## config.mk

```make
export PLATFORM = sky130hd
export DESIGN_NAME = bgp_port
export DESIGN_NICKNAME = d
export VERILOG_FILES = /design/src/rtl/bgp_pkg.sv /design/src/rtl/bgp_port.sv /design/src/rtl/bgp_sync.sv
export SDC_FILE = /design/constraint.sdc
export NUM_CORES = 1
export LEC_CHECK = 0
export ABC_AREA = 1
export BUFFER_PORTS_ARGS = -buffer_cell sky130_fd_sc_hd__buf_4
export CAP_MARGIN = 25
export CORE_MARGIN = 8
export CORE_UTILIZATION = 32
export CTS_BUF_LIST = sky130_fd_sc_hd__clkbuf_8
export DETAILED_ROUTE_END_ITERATION = 16
export GPL_TIMING_DRIVEN = 0
export SKIP_CTS_REPAIR_TIMING = 1
export SLEW_MARGIN = 5
export SYNTH_ARGS = -nofsm -noshare
export SYNTH_HDL_FRONTEND = slang
export SYNTH_HIERARCHICAL = 1
export SYNTH_SLANG_ARGS = --single-unit
```

## constraint.sdc

```tcl
create_clock -name clk -period 3.3 [get_ports clk]
set_input_delay 0.66 -clock clk [delete_from_list [all_inputs] [get_ports clk]]
set_output_delay 0.66 -clock clk [all_outputs]
set_load 0.01 [all_outputs]
```

## src/rtl/bgp_pkg.sv

```systemverilog
// Shared constants and types for the byte-wide GPIO port block
package bgp_pkg;

   // ------------------------------------------------------------
   // Geometry
   // ------------------------------------------------------------
   localparam int              PORT_BITS    = 8;
   localparam int              NUM_PORTS    = 7;
   localparam logic [6:0]      PORT_HAS_ALT = 7'h7c;
   localparam int              SYNC_STAGES  = 2;

   // ------------------------------------------------------------
   // Address map
   // ------------------------------------------------------------
   localparam int              ADDR_W       = 12;
   localparam int              DATA_W       = 32;
   localparam int              PORT_LSB     = 5;
   localparam int              PORT_W       = 3;
   localparam int              REG_LSB      = 2;
   localparam int              REG_W        = 3;
   localparam logic [REG_W-1:0] REG_ALT     = 3'h0;
   localparam logic [REG_W-1:0] REG_DIR     = 3'h1;
   localparam logic [REG_W-1:0] REG_DIN     = 3'h2;
   localparam logic [REG_W-1:0] REG_DOUT    = 3'h3;
   localparam logic [REG_W-1:0] REG_WKPU    = 3'h4;

   // ------------------------------------------------------------
   // Reset values
   // ------------------------------------------------------------
   localparam logic [PORT_BITS-1:0] RST_ALT  = 8'h00;
   localparam logic [PORT_BITS-1:0] RST_DIR  = 8'h00;
   localparam logic [PORT_BITS-1:0] RST_WKPU = 8'h00;
   localparam logic [DATA_W-1:0]    RD_ZERO  = 32'h0000_0000;

   // ------------------------------------------------------------
   // Bus slave states
   // ------------------------------------------------------------
   typedef enum logic [1:0] {
      BUS_IDLE = 2'b00,
      BUS_SYNC = 2'b01,
      BUS_DONE = 2'b10
   } bgp_bus_t;

endpackage : bgp_pkg

```

## src/rtl/bgp_port.sv

```systemverilog
// APB-mapped bank of byte-wide general-purpose I/O ports
//
// Behaviour
// RQ1: Alternate-select 0 gives general mode: direction and output value drive pin.
// RQ2: General-mode input buffer is enabled only while input register is read.
// RQ3: Alternate-select 1 hands output and enable to peripheral; input always on.
// RQ4: Reset clears all alternate-select bits, pins start as general I/O.
// RQ5: Software sets alternate-select before enabling the peripheral function.
// RQ6: Direction 0 floats the output buffer; direction 1 enables it.
// RQ7: Reset clears all direction bits, every pin starts as input.
// RQ8: Pin input register returns present pin levels at any time; read-only.
// RQ9: Output value writes change driven level; reads return last value written.
// RQ10: Reset leaves output value register unchanged.
// RQ11: Pull-up select bit 1 selects weak pull-up, 0 deselects it.
// RQ12: Pull-up active only in general mode with floating output; never alternate.
// RQ13: Reset clears all pull-up select bits.
// RQ14: Open drain: output value 0, direction 1 drives low, 0 floats.
// RQ15: Register bit n affects only pin n of its own port.
// RQ16: Ports without alternate functions have no alternate-select register.
// RQ17: Up to seven ports of eight pins, byte-wide registers.
// RQ18: All port registers read/write except pin input register.
// RQ19: Pin levels pass a two-stage synchroniser before use.
//
// Local design decisions: the register addresses and the APB slave port.
`timescale 1ns/1ps
module bgp_port #(
   parameter int         NP      = bgp_pkg::NUM_PORTS,
   parameter logic [6:0] HAS_ALT = bgp_pkg::PORT_HAS_ALT,
   parameter int         SYNC    = bgp_pkg::SYNC_STAGES
) (
   input  wire logic                                  clk,
   input  wire logic                                  reset_n,
   input  wire logic                                  psel,
   input  wire logic                                  penable,
   input  wire logic                                  pwrite,
   input  wire logic [bgp_pkg::ADDR_W-1:0]            paddr,
   input  wire logic [bgp_pkg::DATA_W-1:0]            pwdata,
   output logic      [bgp_pkg::DATA_W-1:0]            prdata,
   output logic                                       pready,
   output logic                                       pslverr,
   input  wire logic [NP*bgp_pkg::PORT_BITS-1:0]      pin_in,
   output logic      [NP*bgp_pkg::PORT_BITS-1:0]      pin_out,
   output logic      [NP*bgp_pkg::PORT_BITS-1:0]      pin_oe_n,
   output logic      [NP*bgp_pkg::PORT_BITS-1:0]      pin_pullup_en,
   output logic      [NP*bgp_pkg::PORT_BITS-1:0]      pin_in_buf_en,
   input  wire logic [NP*bgp_pkg::PORT_BITS-1:0]      periph_out,
   input  wire logic [NP*bgp_pkg::PORT_BITS-1:0]      periph_oe,
   output logic      [NP*bgp_pkg::PORT_BITS-1:0]      periph_in
);
   import bgp_pkg::*;

   localparam int              NB       = NP * PORT_BITS;
   localparam logic [2:0]      DIN_WAIT = 3'(SYNC);

   // ------------------------------------------------------------
   // Register storage
   // ------------------------------------------------------------
   logic [NP-1:0][PORT_BITS-1:0] alt_q;
   logic [NP-1:0][PORT_BITS-1:0] dir_q;
   logic [NP-1:0][PORT_BITS-1:0] dout_q;
   logic [NP-1:0][PORT_BITS-1:0] wkpu_q;
   logic [NP-1:0][PORT_BITS-1:0] din_arr;
   logic [NP-1:0][PORT_BITS-1:0] rd_mask;
   logic [NB-1:0]                din_sync;
   logic [NB-1:0]                alt_flat;
   logic [NB-1:0]                dir_flat;
   logic [NB-1:0]                dout_flat;
   logic [NB-1:0]                wkpu_flat;
   logic [NB-1:0]                rd_flat;

   // ------------------------------------------------------------
   // Bus slave state
   // ------------------------------------------------------------
   bgp_bus_t                     state_q;
   bgp_bus_t                     state_d;
   logic [2:0]                   cnt_q;
   logic [2:0]                   cnt_d;
   logic                         din_busy_q;
   logic                         din_busy_d;
   logic [DATA_W-1:0]            prdata_q;
   logic [DATA_W-1:0]            prdata_d;
   logic                         pready_q;
   logic                         pready_d;
   logic                         pslverr_q;
   logic                         pslverr_d;

   // ------------------------------------------------------------
   // Address decode
   // ------------------------------------------------------------
   wire [PORT_W-1:0]    port_idx  = paddr[PORT_LSB +: PORT_W];
   wire [REG_W-1:0]     reg_sel   = paddr[REG_LSB +: REG_W];
   wire                 hi_zero   = (paddr[ADDR_W-1:PORT_LSB+PORT_W] == '0);
   wire                 lo_zero   = (paddr[REG_LSB-1:0] == '0);
   wire                 port_ok   = (port_idx < PORT_W'(NP));             // RQ17
   wire                 alt_here  = port_ok && HAS_ALT[port_idx];
   wire                 reg_ok    = (reg_sel == REG_ALT) ? alt_here        // RQ16
                                                         : (reg_sel <= REG_WKPU);
   wire                 acc_ok    = hi_zero && lo_zero && port_ok && reg_ok;
   wire                 ro_hit    = (reg_sel == REG_DIN) && pwrite;        // RQ18
   wire                 setup     = (state_q == BUS_IDLE) && psel && !penable;
   wire                 din_setup = setup && acc_ok && !pwrite && (reg_sel == REG_DIN);
   wire                 complete  = (state_q == BUS_DONE) && psel && penable;
   wire                 wr_ok     = complete && pwrite && acc_ok && !ro_hit;
   wire                 din_hold  = din_busy_q && psel && !complete;
   wire                 din_live  = din_setup || din_hold;
   wire [PORT_BITS-1:0] rd_byte   = (reg_sel == REG_ALT)  ? alt_q[port_idx]  :
                                    (reg_sel == REG_DIR)  ? dir_q[port_idx]  :
                                    (reg_sel == REG_DOUT) ? dout_q[port_idx] : // RQ9
                                    (reg_sel == REG_WKPU) ? wkpu_q[port_idx] :
                                                            din_arr[port_idx];
   wire [DATA_W-1:0]    rd_word   = acc_ok ? {{(DATA_W-PORT_BITS){1'b0}}, rd_byte} : RD_ZERO;

   // ------------------------------------------------------------
   // Per-port registers
   // ------------------------------------------------------------
   genvar p;
   generate
      for (p = 0; p < NP; p++) begin : g_port
         wire                  hit = wr_ok && (port_idx == PORT_W'(p));
         logic [PORT_BITS-1:0] dir_bits_q;
         logic [PORT_BITS-1:0] dout_bits_q;
         logic [PORT_BITS-1:0] wkpu_bits_q;

         if (HAS_ALT[p]) begin : g_alt
            logic [PORT_BITS-1:0] alt_bits_q;

            always_ff @(posedge clk or negedge reset_n) begin
               if (!reset_n) begin
                  alt_bits_q <= RST_ALT;                   // RQ4
               end else if (hit && reg_sel == REG_ALT) begin
                  alt_bits_q <= pwdata[PORT_BITS-1:0];
               end
            end
            assign alt_q[p] = alt_bits_q;
         end else begin : g_noalt
            assign alt_q[p] = RST_ALT;                     // RQ16
         end

         always_ff @(posedge clk or negedge reset_n) begin
            if (!reset_n) begin
               dir_bits_q  <= RST_DIR;                     // RQ7
               wkpu_bits_q <= RST_WKPU;                    // RQ13
            end else begin
               if (hit && reg_sel == REG_DIR) begin
                  dir_bits_q <= pwdata[PORT_BITS-1:0];
               end
               if (hit && reg_sel == REG_WKPU) begin
                  wkpu_bits_q <= pwdata[PORT_BITS-1:0];
               end
            end
         end

         // Kept through reset on purpose
         always_ff @(posedge clk) begin
            if (hit && reg_sel == REG_DOUT) begin
               dout_bits_q <= pwdata[PORT_BITS-1:0];       // RQ10
            end
         end

         assign dir_q[p]  = dir_bits_q;
         assign dout_q[p] = dout_bits_q;
         assign wkpu_q[p] = wkpu_bits_q;

         assign rd_mask[p] = {PORT_BITS{din_live && (port_idx == PORT_W'(p))}};
      end
   endgenerate

   assign alt_flat  = alt_q;
   assign dir_flat  = dir_q;
   assign dout_flat = dout_q;
   assign wkpu_flat = wkpu_q;
   assign rd_flat   = rd_mask;
   assign din_arr   = din_sync;

   // ------------------------------------------------------------
   // Input synchroniser
   // ------------------------------------------------------------
   bgp_sync #(
      .W      (NB),
      .STAGES (SYNC)
   ) u_sync (
      .clk     (clk),
      .reset_n (reset_n),
      .d       (pin_in),
      .q       (din_sync)                                  // RQ19
   );

   // ------------------------------------------------------------
   // Pin control, bitwise so each bit drives only its own pin
   // ------------------------------------------------------------
   wire [NB-1:0] gp_flat   = ~alt_flat;
   wire [NB-1:0] out_d     = (alt_flat & periph_out) | (gp_flat & dout_flat);  // RQ1 RQ3 RQ15
   wire [NB-1:0] oe_n_d    = ~((alt_flat & periph_oe) | (gp_flat & dir_flat)); // RQ6 RQ14
   wire [NB-1:0] pullup_d  = gp_flat & wkpu_flat & ~dir_flat;                 // RQ11 RQ12
   wire [NB-1:0] inbuf_d   = alt_flat | (gp_flat & rd_flat);                  // RQ2 RQ3

   always_ff @(posedge clk or negedge reset_n) begin
      if (!reset_n) begin
         pin_out       <= '0;
         pin_oe_n      <= '1;
         pin_pullup_en <= '0;
         pin_in_buf_en <= '0;
      end else begin
         pin_out       <= out_d;
         pin_oe_n      <= oe_n_d;
         pin_pullup_en <= pullup_d;
         pin_in_buf_en <= inbuf_d;
      end
   end

   assign periph_in = din_sync;                            // RQ19

   // ------------------------------------------------------------
   // Bus slave sequencing
   // ------------------------------------------------------------
   always_comb begin
      state_d    = state_q;
      cnt_d      = cnt_q;
      din_busy_d = din_busy_q;
      prdata_d   = prdata_q;
      pready_d   = pready_q;
      pslverr_d  = pslverr_q;
      unique case (state_q)
         BUS_IDLE: begin
            if (setup) begin
               pslverr_d = !acc_ok || ro_hit;              // RQ18
               if (din_setup) begin
                  state_d    = BUS_SYNC;
                  cnt_d      = '0;
                  din_busy_d = 1'b1;
               end else begin
                  state_d  = BUS_DONE;
                  pready_d = 1'b1;
                  prdata_d = pwrite ? RD_ZERO : rd_word;
               end
            end
         end
         BUS_SYNC: begin
            if (!psel) begin
               state_d    = BUS_IDLE;
               din_busy_d = 1'b0;
            end else if (cnt_q == DIN_WAIT) begin
               state_d  = BUS_DONE;
               pready_d = 1'b1;
               prdata_d = rd_word;                         // RQ8
            end else begin
               cnt_d = cnt_q + 3'h1;
            end
         end
         BUS_DONE: begin
            if (complete || !psel) begin
               state_d    = BUS_IDLE;
               pready_d   = 1'b0;
               pslverr_d  = 1'b0;
               din_busy_d = 1'b0;
            end
         end
         default: begin
            state_d = BUS_IDLE;
         end
      endcase
   end

   always_ff @(posedge clk or negedge reset_n) begin
      if (!reset_n) begin
         state_q    <= BUS_IDLE;
         cnt_q      <= '0;
         din_busy_q <= 1'b0;
         prdata_q   <= RD_ZERO;
         pready_q   <= 1'b0;
         pslverr_q  <= 1'b0;
      end else begin
         state_q    <= state_d;
         cnt_q      <= cnt_d;
         din_busy_q <= din_busy_d;
         prdata_q   <= prdata_d;
         pready_q   <= pready_d;
         pslverr_q  <= pslverr_d;
      end
   end

   assign prdata  = prdata_q;
   assign pready  = pready_q;
   assign pslverr = pslverr_q;

   logic [NB-1:0] noalt_mask;
   generate
      for (p = 0; p < NP; p++) begin : g_mask
         assign noalt_mask[p*PORT_BITS +: PORT_BITS] = {PORT_BITS{!HAS_ALT[p]}};
      end
   endgenerate
endmodule : bgp_port

```

## src/rtl/bgp_sync.sv

```systemverilog
// Multi-stage level synchroniser for pin inputs
`timescale 1ns/1ps
module bgp_sync #(
   parameter int W      = 8,
   parameter int STAGES = 2
) (
   input  wire logic         clk,
   input  wire logic         reset_n,
   input  wire logic [W-1:0] d,
   output logic      [W-1:0] q
);
   logic [W-1:0] stage_q [STAGES];

   // Each stage reads only the one before it
   always_ff @(posedge clk or negedge reset_n) begin
      if (!reset_n) begin
         for (int k = 0; k < STAGES; k++) begin
            stage_q[k] <= '0;
         end
      end else begin
         stage_q[0] <= d;
         for (int k = 1; k < STAGES; k++) begin
            stage_q[k] <= stage_q[k-1];
         end
      end
   end

   assign q = stage_q[STAGES-1];

endmodule : bgp_sync
```

==> results of run 1 <==
per-stage QoR:
stage	std cells	power (uW)	setup slack, ps	utilization (%)
finish	3804	14800	353	42.4
global route	3804	15300	243	42.4
detailed placement	3623	8320	-33.2	39.3
CTS	3801	14900	156	42.4
floorplan	2292	7580	647	-
global placement	3614	8300	-3840	39.1
layout make-up:
| cell class | count | share of cell area, % |
|---|---|---|
| Tap cell | 873 | 3.83 |
| Multi-Input combinational cell | 1433 | 21.8 |
| Clock inverter | 49 | 0.997 |
| Inverter | 141 | 1.86 |
| Timing Repair Buffer | 459 | 12.4 |
| Clock buffer | 129 | 6.23 |
| Sequential cell | 546 | 49.2 |
| Antenna cell | 2 | 0.0176 |
| Buffer | 172 | 3.65 |
layout by cell type (no fill, tap or decap), types with 8 or more instances in the layout:
| master | count |
|---|---|
| a21oi_1 | 31 |
| buf_1 | 9 |
| buf_2 | 27 |
| buf_4 | 547 |
| clkbuf_1 | 42 |
| clkbuf_8 | 129 |
| clkinv_2 | 9 |
| conb_1 | 24 |
| dfrtp_1 | 434 |
| dfstp_2 | 56 |
| edfxtp_1 | 56 |
| inv_1 | 170 |
| mux2i_1 | 21 |
| nand2_1 | 856 |
| nand3_1 | 184 |
| nand4_1 | 20 |
| nor2_1 | 160 |
| nor3_1 | 8 |
| nor3_2 | 8 |
| o21ai_0 | 70 |
| or2_2 | 9 |
logic make-up after synthesis:
logic type | Yosys count | share of synthesized area, %
and+or+nand+nor | 1264 | 23.9
DFF | 546 | 64.6
buffers and inverters | 313 | 7.23
AOI/OAI and AO/OA | 119 | 2.95
muxes | 21 | 0.969
adders and majority gates | 5 | 0.288
other | 1 | 0.0173
Yosys cell counts (all sizes together), types with 2 or more instances:
cell,number
nor3,18
o22ai,4
ha,5
a21oi,31
mux2i,21
clkbuf,42
nand2,864
edfxtp,56
dfrtp,434
nand3,185
o221ai,3
nor2,168
o21ai,70
dfstp,56
inv,139
nand4,20
o211ai,6
clkinv,2
or2,9
buf,130
worst min path at each step:
stage | start | end | slack, ps
CTS | reset_n | pin_pullup_en[10] | -50
global route | pin_in[45] | u_sync/stage_q[101] | 10
detailed placement | u_sync/stage_q[56] | u_sync/q[0] | 330
finish | pin_in[0] | u_sync/stage_q[56] | 50
floorplan | u_sync/stage_q[56] | u_sync/q[0] | 330
global placement | u_sync/stage_q[59] | u_sync/q[3] | 330
routing by layer:
| metal | GRT usage, % | wire length (um) | up-vias |
|---|---|---|---|
| met3 | 7.32 | 9350 | 215 |
| met2 | 37.9 | 43200 | 1033 |
| li1 | - | - | 8223 |
| met5 | 0 | 13 | - |
| met1 | 28.4 | 35200 | 8943 |
| met4 | 11.4 | 4530 | 2 |
flip-flops by register name (all words and copies together), names as in the netlist:
signal                   flops
g_port.dir_bits_q           56
g_port.dout_bits_q          56
g_port.wkpu_bits_q          56
pin_oe_n                    56
pin_out                     56
pin_pullup_en               56
u_sync/q                    56
u_sync/stage_q              56
pin_in_buf_en               42
g_port.g_alt.alt_bits_q     40
prdata                       8
cnt_q                        3
state_q                      2
din_busy_q                   1
pready                       1
pslverr                      1
power groups by stage:
stage | Combinational (uW) | Clock, uW | Sequential, uW
global route | 1350 | 7020 | 6960
CTS | 1250 | 6730 | 6950
global placement | 1230 | 0 | 7070
detailed placement | 1250 | 0 | 7070
floorplan | 497 | 0 | 7080
finish | 1260 | 6570 | 6950
worst max-delay path: stages (launching register included):
cell and delay [ps]:
dfrtp_1 390, inv_1 90, ha_1 250, nand3_1 150, nor2_1 200, nand2_4 210, buf_4 270, nor3_1 770
buf_2 300
==> summary.txt, run 1 <==
Run status
  • Status: finished, final reports clean

Power and ir drop
  • Leak: about 0.015 uW
  • Clk pwr share: 44.5%
  • Switch Pwr: 3720 uW
  • Logic pwr share: about 8.5%
  • Pwr per Cell Area: roughly 520 mW/mm^2
  • P_int: 11,100 uW
  • Switching power share of the total: 25.2%
  • Sequential Power Share: around 47%
  • Max IR drop VDD: 0.000294 V

Synth
  • Top_reg_cell synth: dfrtp_1
  • Biggest area consumer among synthesized cells: dfrtp_1
  • Register area share after synthesis: 64.6%
  • Syn_area_per_cell: 9.56 um^2
  • Register bit total from synthesis: 546
  • Post-Syn Instances: 2,269
  • Mapped cell area: between 0.02 and 0.025 mm^2
  • Synth top area cells: dfrtp_1 (50%), nand2_1 (15%), edfxtp_1 (7.8%)
  • Yosys warnings: 6
  • Yosys top cell area share: 50.1%
  • Synth unique cells: 35
  • Post-synth EDFFs: 56
  • Fraction of registers with async set/reset: 89.7%

Place
  • Final Wtd Congestion: 1.01
  • Placed cell area: between 0.02 and 0.03 mm^2
  • HPWL Detailed: 70,800 um
  • Number of I/O port buffers: ~450

Route
  • Final ANT Viol Nets: 0
  • DR vias/cell: about 4.8
  • TritonRoute pass-1 iters: 6
  • Post-Route WL: 92,300 um
  • Vias: 18,400
  • Routed len/inst: 24.3 um
  • DR iter-0 viols: 1,965
  • DR DRC count: 0

Timing
  • RSZ-0062 raised after global routing: false
  • Final hold violation count: 0
  • Max-slew violations: 0
  • Tcrit/Tclk final: 89.3%
  • WHS: 54.0 ps
  • Worst-Margin Slew: 1020 ps
  • Final setup TNS: 0 ps
  • Number of setup violations in the final report: 0
  • Fmax: ~340 MHz
  • Minimum clock period: 2950 ps
  • Rel. slew slack: 31.7%
  • Final clock skew: ~44 ps

Setup path
  • Critical path fanouts, max: 10
  • Critical Path RT: 3700 ps
  • CP endpoint: g_port[3].dout_bits_q[5]
  • Nature of the critical path endpoint: flop
  • Crit path launch: state_q[0]
  • Startpoint type of the worst setup path: flop
  • Worst r2r dst: g_port[3].dout_bits_q[5]
  • Worst reg2reg path depth: 8
  • FF-to-FF Start: state_q[0]
  • WS Path Type: flop to flop
  • Register-to-register setup slack: 350 ps
  • Critical Path AT: 3350 ps

Clocking
  • Clk_lat worst skew: between 700 and 800 ps
  • Max Buffers Root-to-Sink: 3
  • CTS sink cnt: 546
  • Worst-path clk slew: 60 ps
  • Total CTS buffers: 95
  • CTS Root Cell: clkbuf_8
  • H-tree lvl count: 3
  • CTS tree: yes

Global route
  • Antenna violations before repair: 3
  • First-pass GRT wire length: 131,000 um
  • GR Overflow Total: 0
  • Largest net degree at the start of global routing: about 110
  • Vias in the first global route: 18,700
  • Tot GR Track Use: 23.5%

Cells and area
  • Ratio of cells with drive above 1 in the final layout: 27.9%
  • Synth-to-Final Area Change: 31.3%
  • Filler Cells Inserted: 6,677
  • Reg area: between 0.01 and 0.015 mm^2
  • Final Cell Area: roughly 0.028 mm^2
  • Multi-input logic area: 0.00622 mm^2
  • Final net count: 3,070

Floorplan
  • Initial core utilization: 32.3%
  • Die area: around 0.076 mm^2
  • Die width: 276 um
  • Die Y: 276 um
  • Core Box Area: 0.0672 mm^2
  • Top Ports: 531
  • Site Rows: 95

Flow run
  • Max-cap violations: 0

Min path
  • Hold path depth: 1
  • Worst hold path class: primary input to flop
No activity file was read; power rests on OpenSTA's default activity.
==> run 2: changes to the inputs <==
--- a/config.mk
+++ b/config.mk
@@ -5,14 +5,16 @@
 export SDC_FILE = /design/constraint.sdc
 export NUM_CORES = 1
 export LEC_CHECK = 0
-export ABC_AREA = 1
 export BUFFER_PORTS_ARGS = -buffer_cell sky130_fd_sc_hd__buf_4
 export CAP_MARGIN = 25
+export CELL_PAD_IN_SITES_DETAIL_PLACEMENT = 0
+export CELL_PAD_IN_SITES_GLOBAL_PLACEMENT = 2
 export CORE_MARGIN = 8
 export CORE_UTILIZATION = 32
 export CTS_BUF_LIST = sky130_fd_sc_hd__clkbuf_8
 export DETAILED_ROUTE_END_ITERATION = 16
 export GPL_TIMING_DRIVEN = 0
+export PLACE_DENSITY_LB_ADDON = 0.1
 export SKIP_CTS_REPAIR_TIMING = 1
 export SLEW_MARGIN = 5
 export SYNTH_ARGS = -nofsm -noshare
==> summary.txt, run 2 <==
Run status
  • Status: finished, violations left (was finished, final reports clean)
  • Violated checks: negative hold slack

Setup path
  • Crit path launch: paddr[9] (was state_q[0])
  • Critical path fanouts, max: 7 (was 10)
  • WS Path Type: primary input to flop (was flop to flop)
  • Worst r2r dst: g_port[3].wkpu_bits_q[2] (was g_port[3].dout_bits_q[5])
  • Nature of the critical path endpoint: flop (unchanged)
  • FF-to-FF Start: state_q[0] (unchanged)
  • Register-to-register setup slack: 270 ps (was 350 ps)
  • Worst reg2reg path depth: 8 (unchanged)
  • Startpoint type of the worst setup path: primary input (was flop)
  • Critical Path RT: 3690 ps (was 3700 ps)
  • Critical Path AT: 3450 ps (was 3350 ps)

Cells and area
  • Commonest non-fill, non-tap cell in the layout: buf_4 (was nand2_1)
  • Filler Cells Inserted: 6,359 (was 6,677)
  • Final net count: 2,237 (was 3,070)
  • Ratio of cells with drive above 1 in the final layout: 49.5% (was 27.9%)
  • Synth-to-Final Area Change: 30.8% (was 31.3%)
  • Final Cell Area: 0.0281 mm^2 (was 0.0285 mm^2)
  • Commonest non-fill, non-tap cells in the layout: buf_4 (542), dfrtp_1 (434), mux2_2 (196) (was nand2_1 (856), buf_4 (547), dfrtp_1 (434))

Synth
  • Register bit total from synthesis: 546 (unchanged)
  • Post-Syn Instances: 1,440 (was 2,269)
  • Most common cell in the netlist: dfrtp_1 (was nand2_1)
  • Biggest area consumer among synthesized cells: dfrtp_1 (unchanged)
  • Mapped cell area: 0.0215 mm^2 (was 0.0217 mm^2)
  • Syn_area_per_cell: 14.9 um^2 (was 9.56 um^2)
  • Post-synth EDFFs: 56 (unchanged)
  • Post-synth top cells: dfrtp_1 (434), mux2_2 (196), buf_4 (97) (was nand2_1 (856), dfrtp_1 (434), nand3_1 (185))
  • Synth top area cells: dfrtp_1 (51%), mux2_2 (10%), edfxtp_1 (7.8%) (was dfrtp_1 (50%), nand2_1 (15%), edfxtp_1 (7.8%))
  • Yosys top cell area share: 50.6% (was 50.1%)
  • Yosys warnings: 6 (unchanged)
  • Fraction of registers with async set/reset: 89.7% (unchanged)
  • Register area share after synthesis: 65.3% (was 64.6%)
  • Top_reg_cell synth: dfrtp_1 (unchanged)
  • Synth unique cells: 69 (was 35)

Clocking
  • Clk_lat worst skew: 680 ps (was 720 ps)
  • CTS Root Cell: clkbuf_8 (unchanged)
  • CTS sink cnt: 546 (unchanged)
  • CTS tree: yes (unchanged)
  • Worst-path clk slew: 60 ps (about the same)
  • Max Buffers Root-to-Sink: 3 (unchanged)
  • Total CTS buffers: 94 (was 95)
  • H-tree lvl count: 3 (unchanged)

Floorplan
  • Site Rows: 95 (unchanged)
  • Die Y: 275 um (was 276 um)
  • Top Ports: 531 (unchanged)
  • Core Box Area: 0.0668 mm^2 (was 0.0672 mm^2)
  • Initial core utilization: 32.1% (was 32.3%)
  • Die area: 0.0756 mm^2 (was 0.0764 mm^2)
  • Die width: 275 um (was 276 um)

Route
  • Routed len/inst: 27.5 um (was 24.3 um)
  • DR vias/cell: 4.79 (was 4.84)
  • Vias: 14,200 (was 18,400)
  • Post-Route WL: 81,800 um (was 92,300 um)
  • Final ANT Viol Nets: 0 (unchanged)
  • TritonRoute pass-1 iters: 5 (was 6)
  • DR iter-0 viols: 878 (was 1,965)
  • DR DRC count: 0 (unchanged)

Power and ir drop
  • Pwr per Cell Area: 507 mW/mm^2 (was 519 mW/mm^2)
  • Leak: 0.0134 uW (was 0.0147 uW)
  • Max IR drop VDD: 0.000369 V (was 0.000294 V)
  • Tot Pwr: 14,200 uW (was 14,800 uW)

Min path
  • Worst hold path class: primary input to asynchronous set/reset pin (was primary input to flop)

Place
  • Dpl ws: -1250 ps (was -33.2 ps)
  • Final Wtd Congestion: 0.867 (was 1.01)
  • Placed cell area: 0.0262 mm^2 (was 0.0264 mm^2)
  • HPWL Detailed: 61,600 um (was 70,800 um)
  • Number of I/O port buffers: 446 (was 449)

Timing
  • WHS: -11.9 ps (was 54.0 ps)
  • Setup slack after layout: 241 ps (was 353 ps)
  • RSZ-0062 raised after global routing: false (unchanged)
  • Max-slew violations: 0 (unchanged)
  • Worst-Margin Slew: 1070 ps (was 1020 ps)
  • Number of setup violations in the final report: 0 (unchanged)
  • Final hold violation count: 2 (was 0)
  • Fmax: 327 MHz (was 339 MHz)
  • Minimum clock period: 3060 ps (was 2950 ps)
  • Final clock skew: 16.9 ps (was 44.3 ps)
  • Rel. slew slack: 27.9% (was 31.7%)
  • Tcrit/Tclk final: 92.7% (was 89.3%)

Global route
  • Tot GR Track Use: 21.3% (was 23.5%)
  • Antenna violations before repair: 6 (was 3)
  • Met1 usage: 26.4% (was 28.4%)
  • Vias in the first global route: 15,400 (was 18,700)
  • Busiest grt layer: met2 (unchanged)
  • Largest net degree at the start of global routing: 111 (was 106)
  • M3 GR Usage: 7.43% (was 7.32%)
  • GR Overflow Total: 0 (unchanged)
  • First-pass GRT wire length: 115,000 um (was 131,000 um)
  • M2 GR Usage: 35.0% (was 37.9%)

Flow run
  • Max-cap violations: 0 (unchanged)
==> run 2: critical path, cell delays in order <==
cell	delay, ps
buf_4	110
nor4_2	660
nand4_1	500
nor2_1	300
nand3_1	360
nor2_1	630
buf_6	230
==> run 2: cell type report <==
class / count / area, um^2 / area share, %
multi-input combinational: 732 / 6460 / 23.0
buffer: 153 / 972 / 3.46
clock inverter: 59 / 274 / 0.976
antenna: 3 / 7.51 / 0.0267
inverter: 30 / 113 / 0.401
tap: 873 / 1090 / 3.89
timing repair buffer: 458 / 3560 / 12.7
clock buffer: 115 / 1580 / 5.64
sequential: 546 / 14000 / 49.9
==> run 2: metrics by stage <==
stage | instances | util (%) | setup TNS (ps)
after global routing | 2968 | 42.0 | 0
after global placement | 2782 | 38.9 | -1836220
final | 2969 | 42.0 | 0
after CTS | 2966 | 42.0 | -18470
after detailed placement | 2792 | 39.2 | -104210
after floorplan | 1463 | - | 0
==> run 2: cell families after synthesis <==
| kind of cell | synth area share (%) |
|---|---|
| flip-flops | 65.3 |
| AND/OR/NAND/NOR | 7.13 |
| AO/OA/AOI/OAI | 4.67 |
| buffers and inverters | 5.08 |
| adder cells (fa/ha/maj) | 0.291 |
| multiplexers | 17.5 |
| other | 0.0175 |
==> run 2: worst max path at each step <==
stage / cells after the start / end
6_report: 7 / g_port[5].dout_bits_q[2]
5_1_grt: 7 / g_port[3].dout_bits_q[7]
4_1_cts: 6 / g_port[5].dout_bits_q[0]
3_5_place_dp: 6 / g_port[5].dout_bits_q[3]
3_3_place_gp: 1 / u_sync/stage_q[76]
2_1_floorplan: 6 / g_port[2].dout_bits_q[0]
==> run 2: where the power goes <==
group | internal (uW) | switching [uW] | total, uW | leakage (uW)
clock | 3220 | 2790 | 6010 | 0.00112
sequential | 6920 | 43.0 | 6960 | 0.00675
combinational | 503 | 754 | 1260 | 0.00550
total | 10600 | 3590 | 14200 | 0.0134
==> run 2: per-layer routing <==
metal | vias up | wire length, um
met4 | 2 | 2010
met1 | 7306 | 33100
li1 | 6217 | -
met2 | 592 | 39300
met3 | 115 | 7300
met5 | - | 13
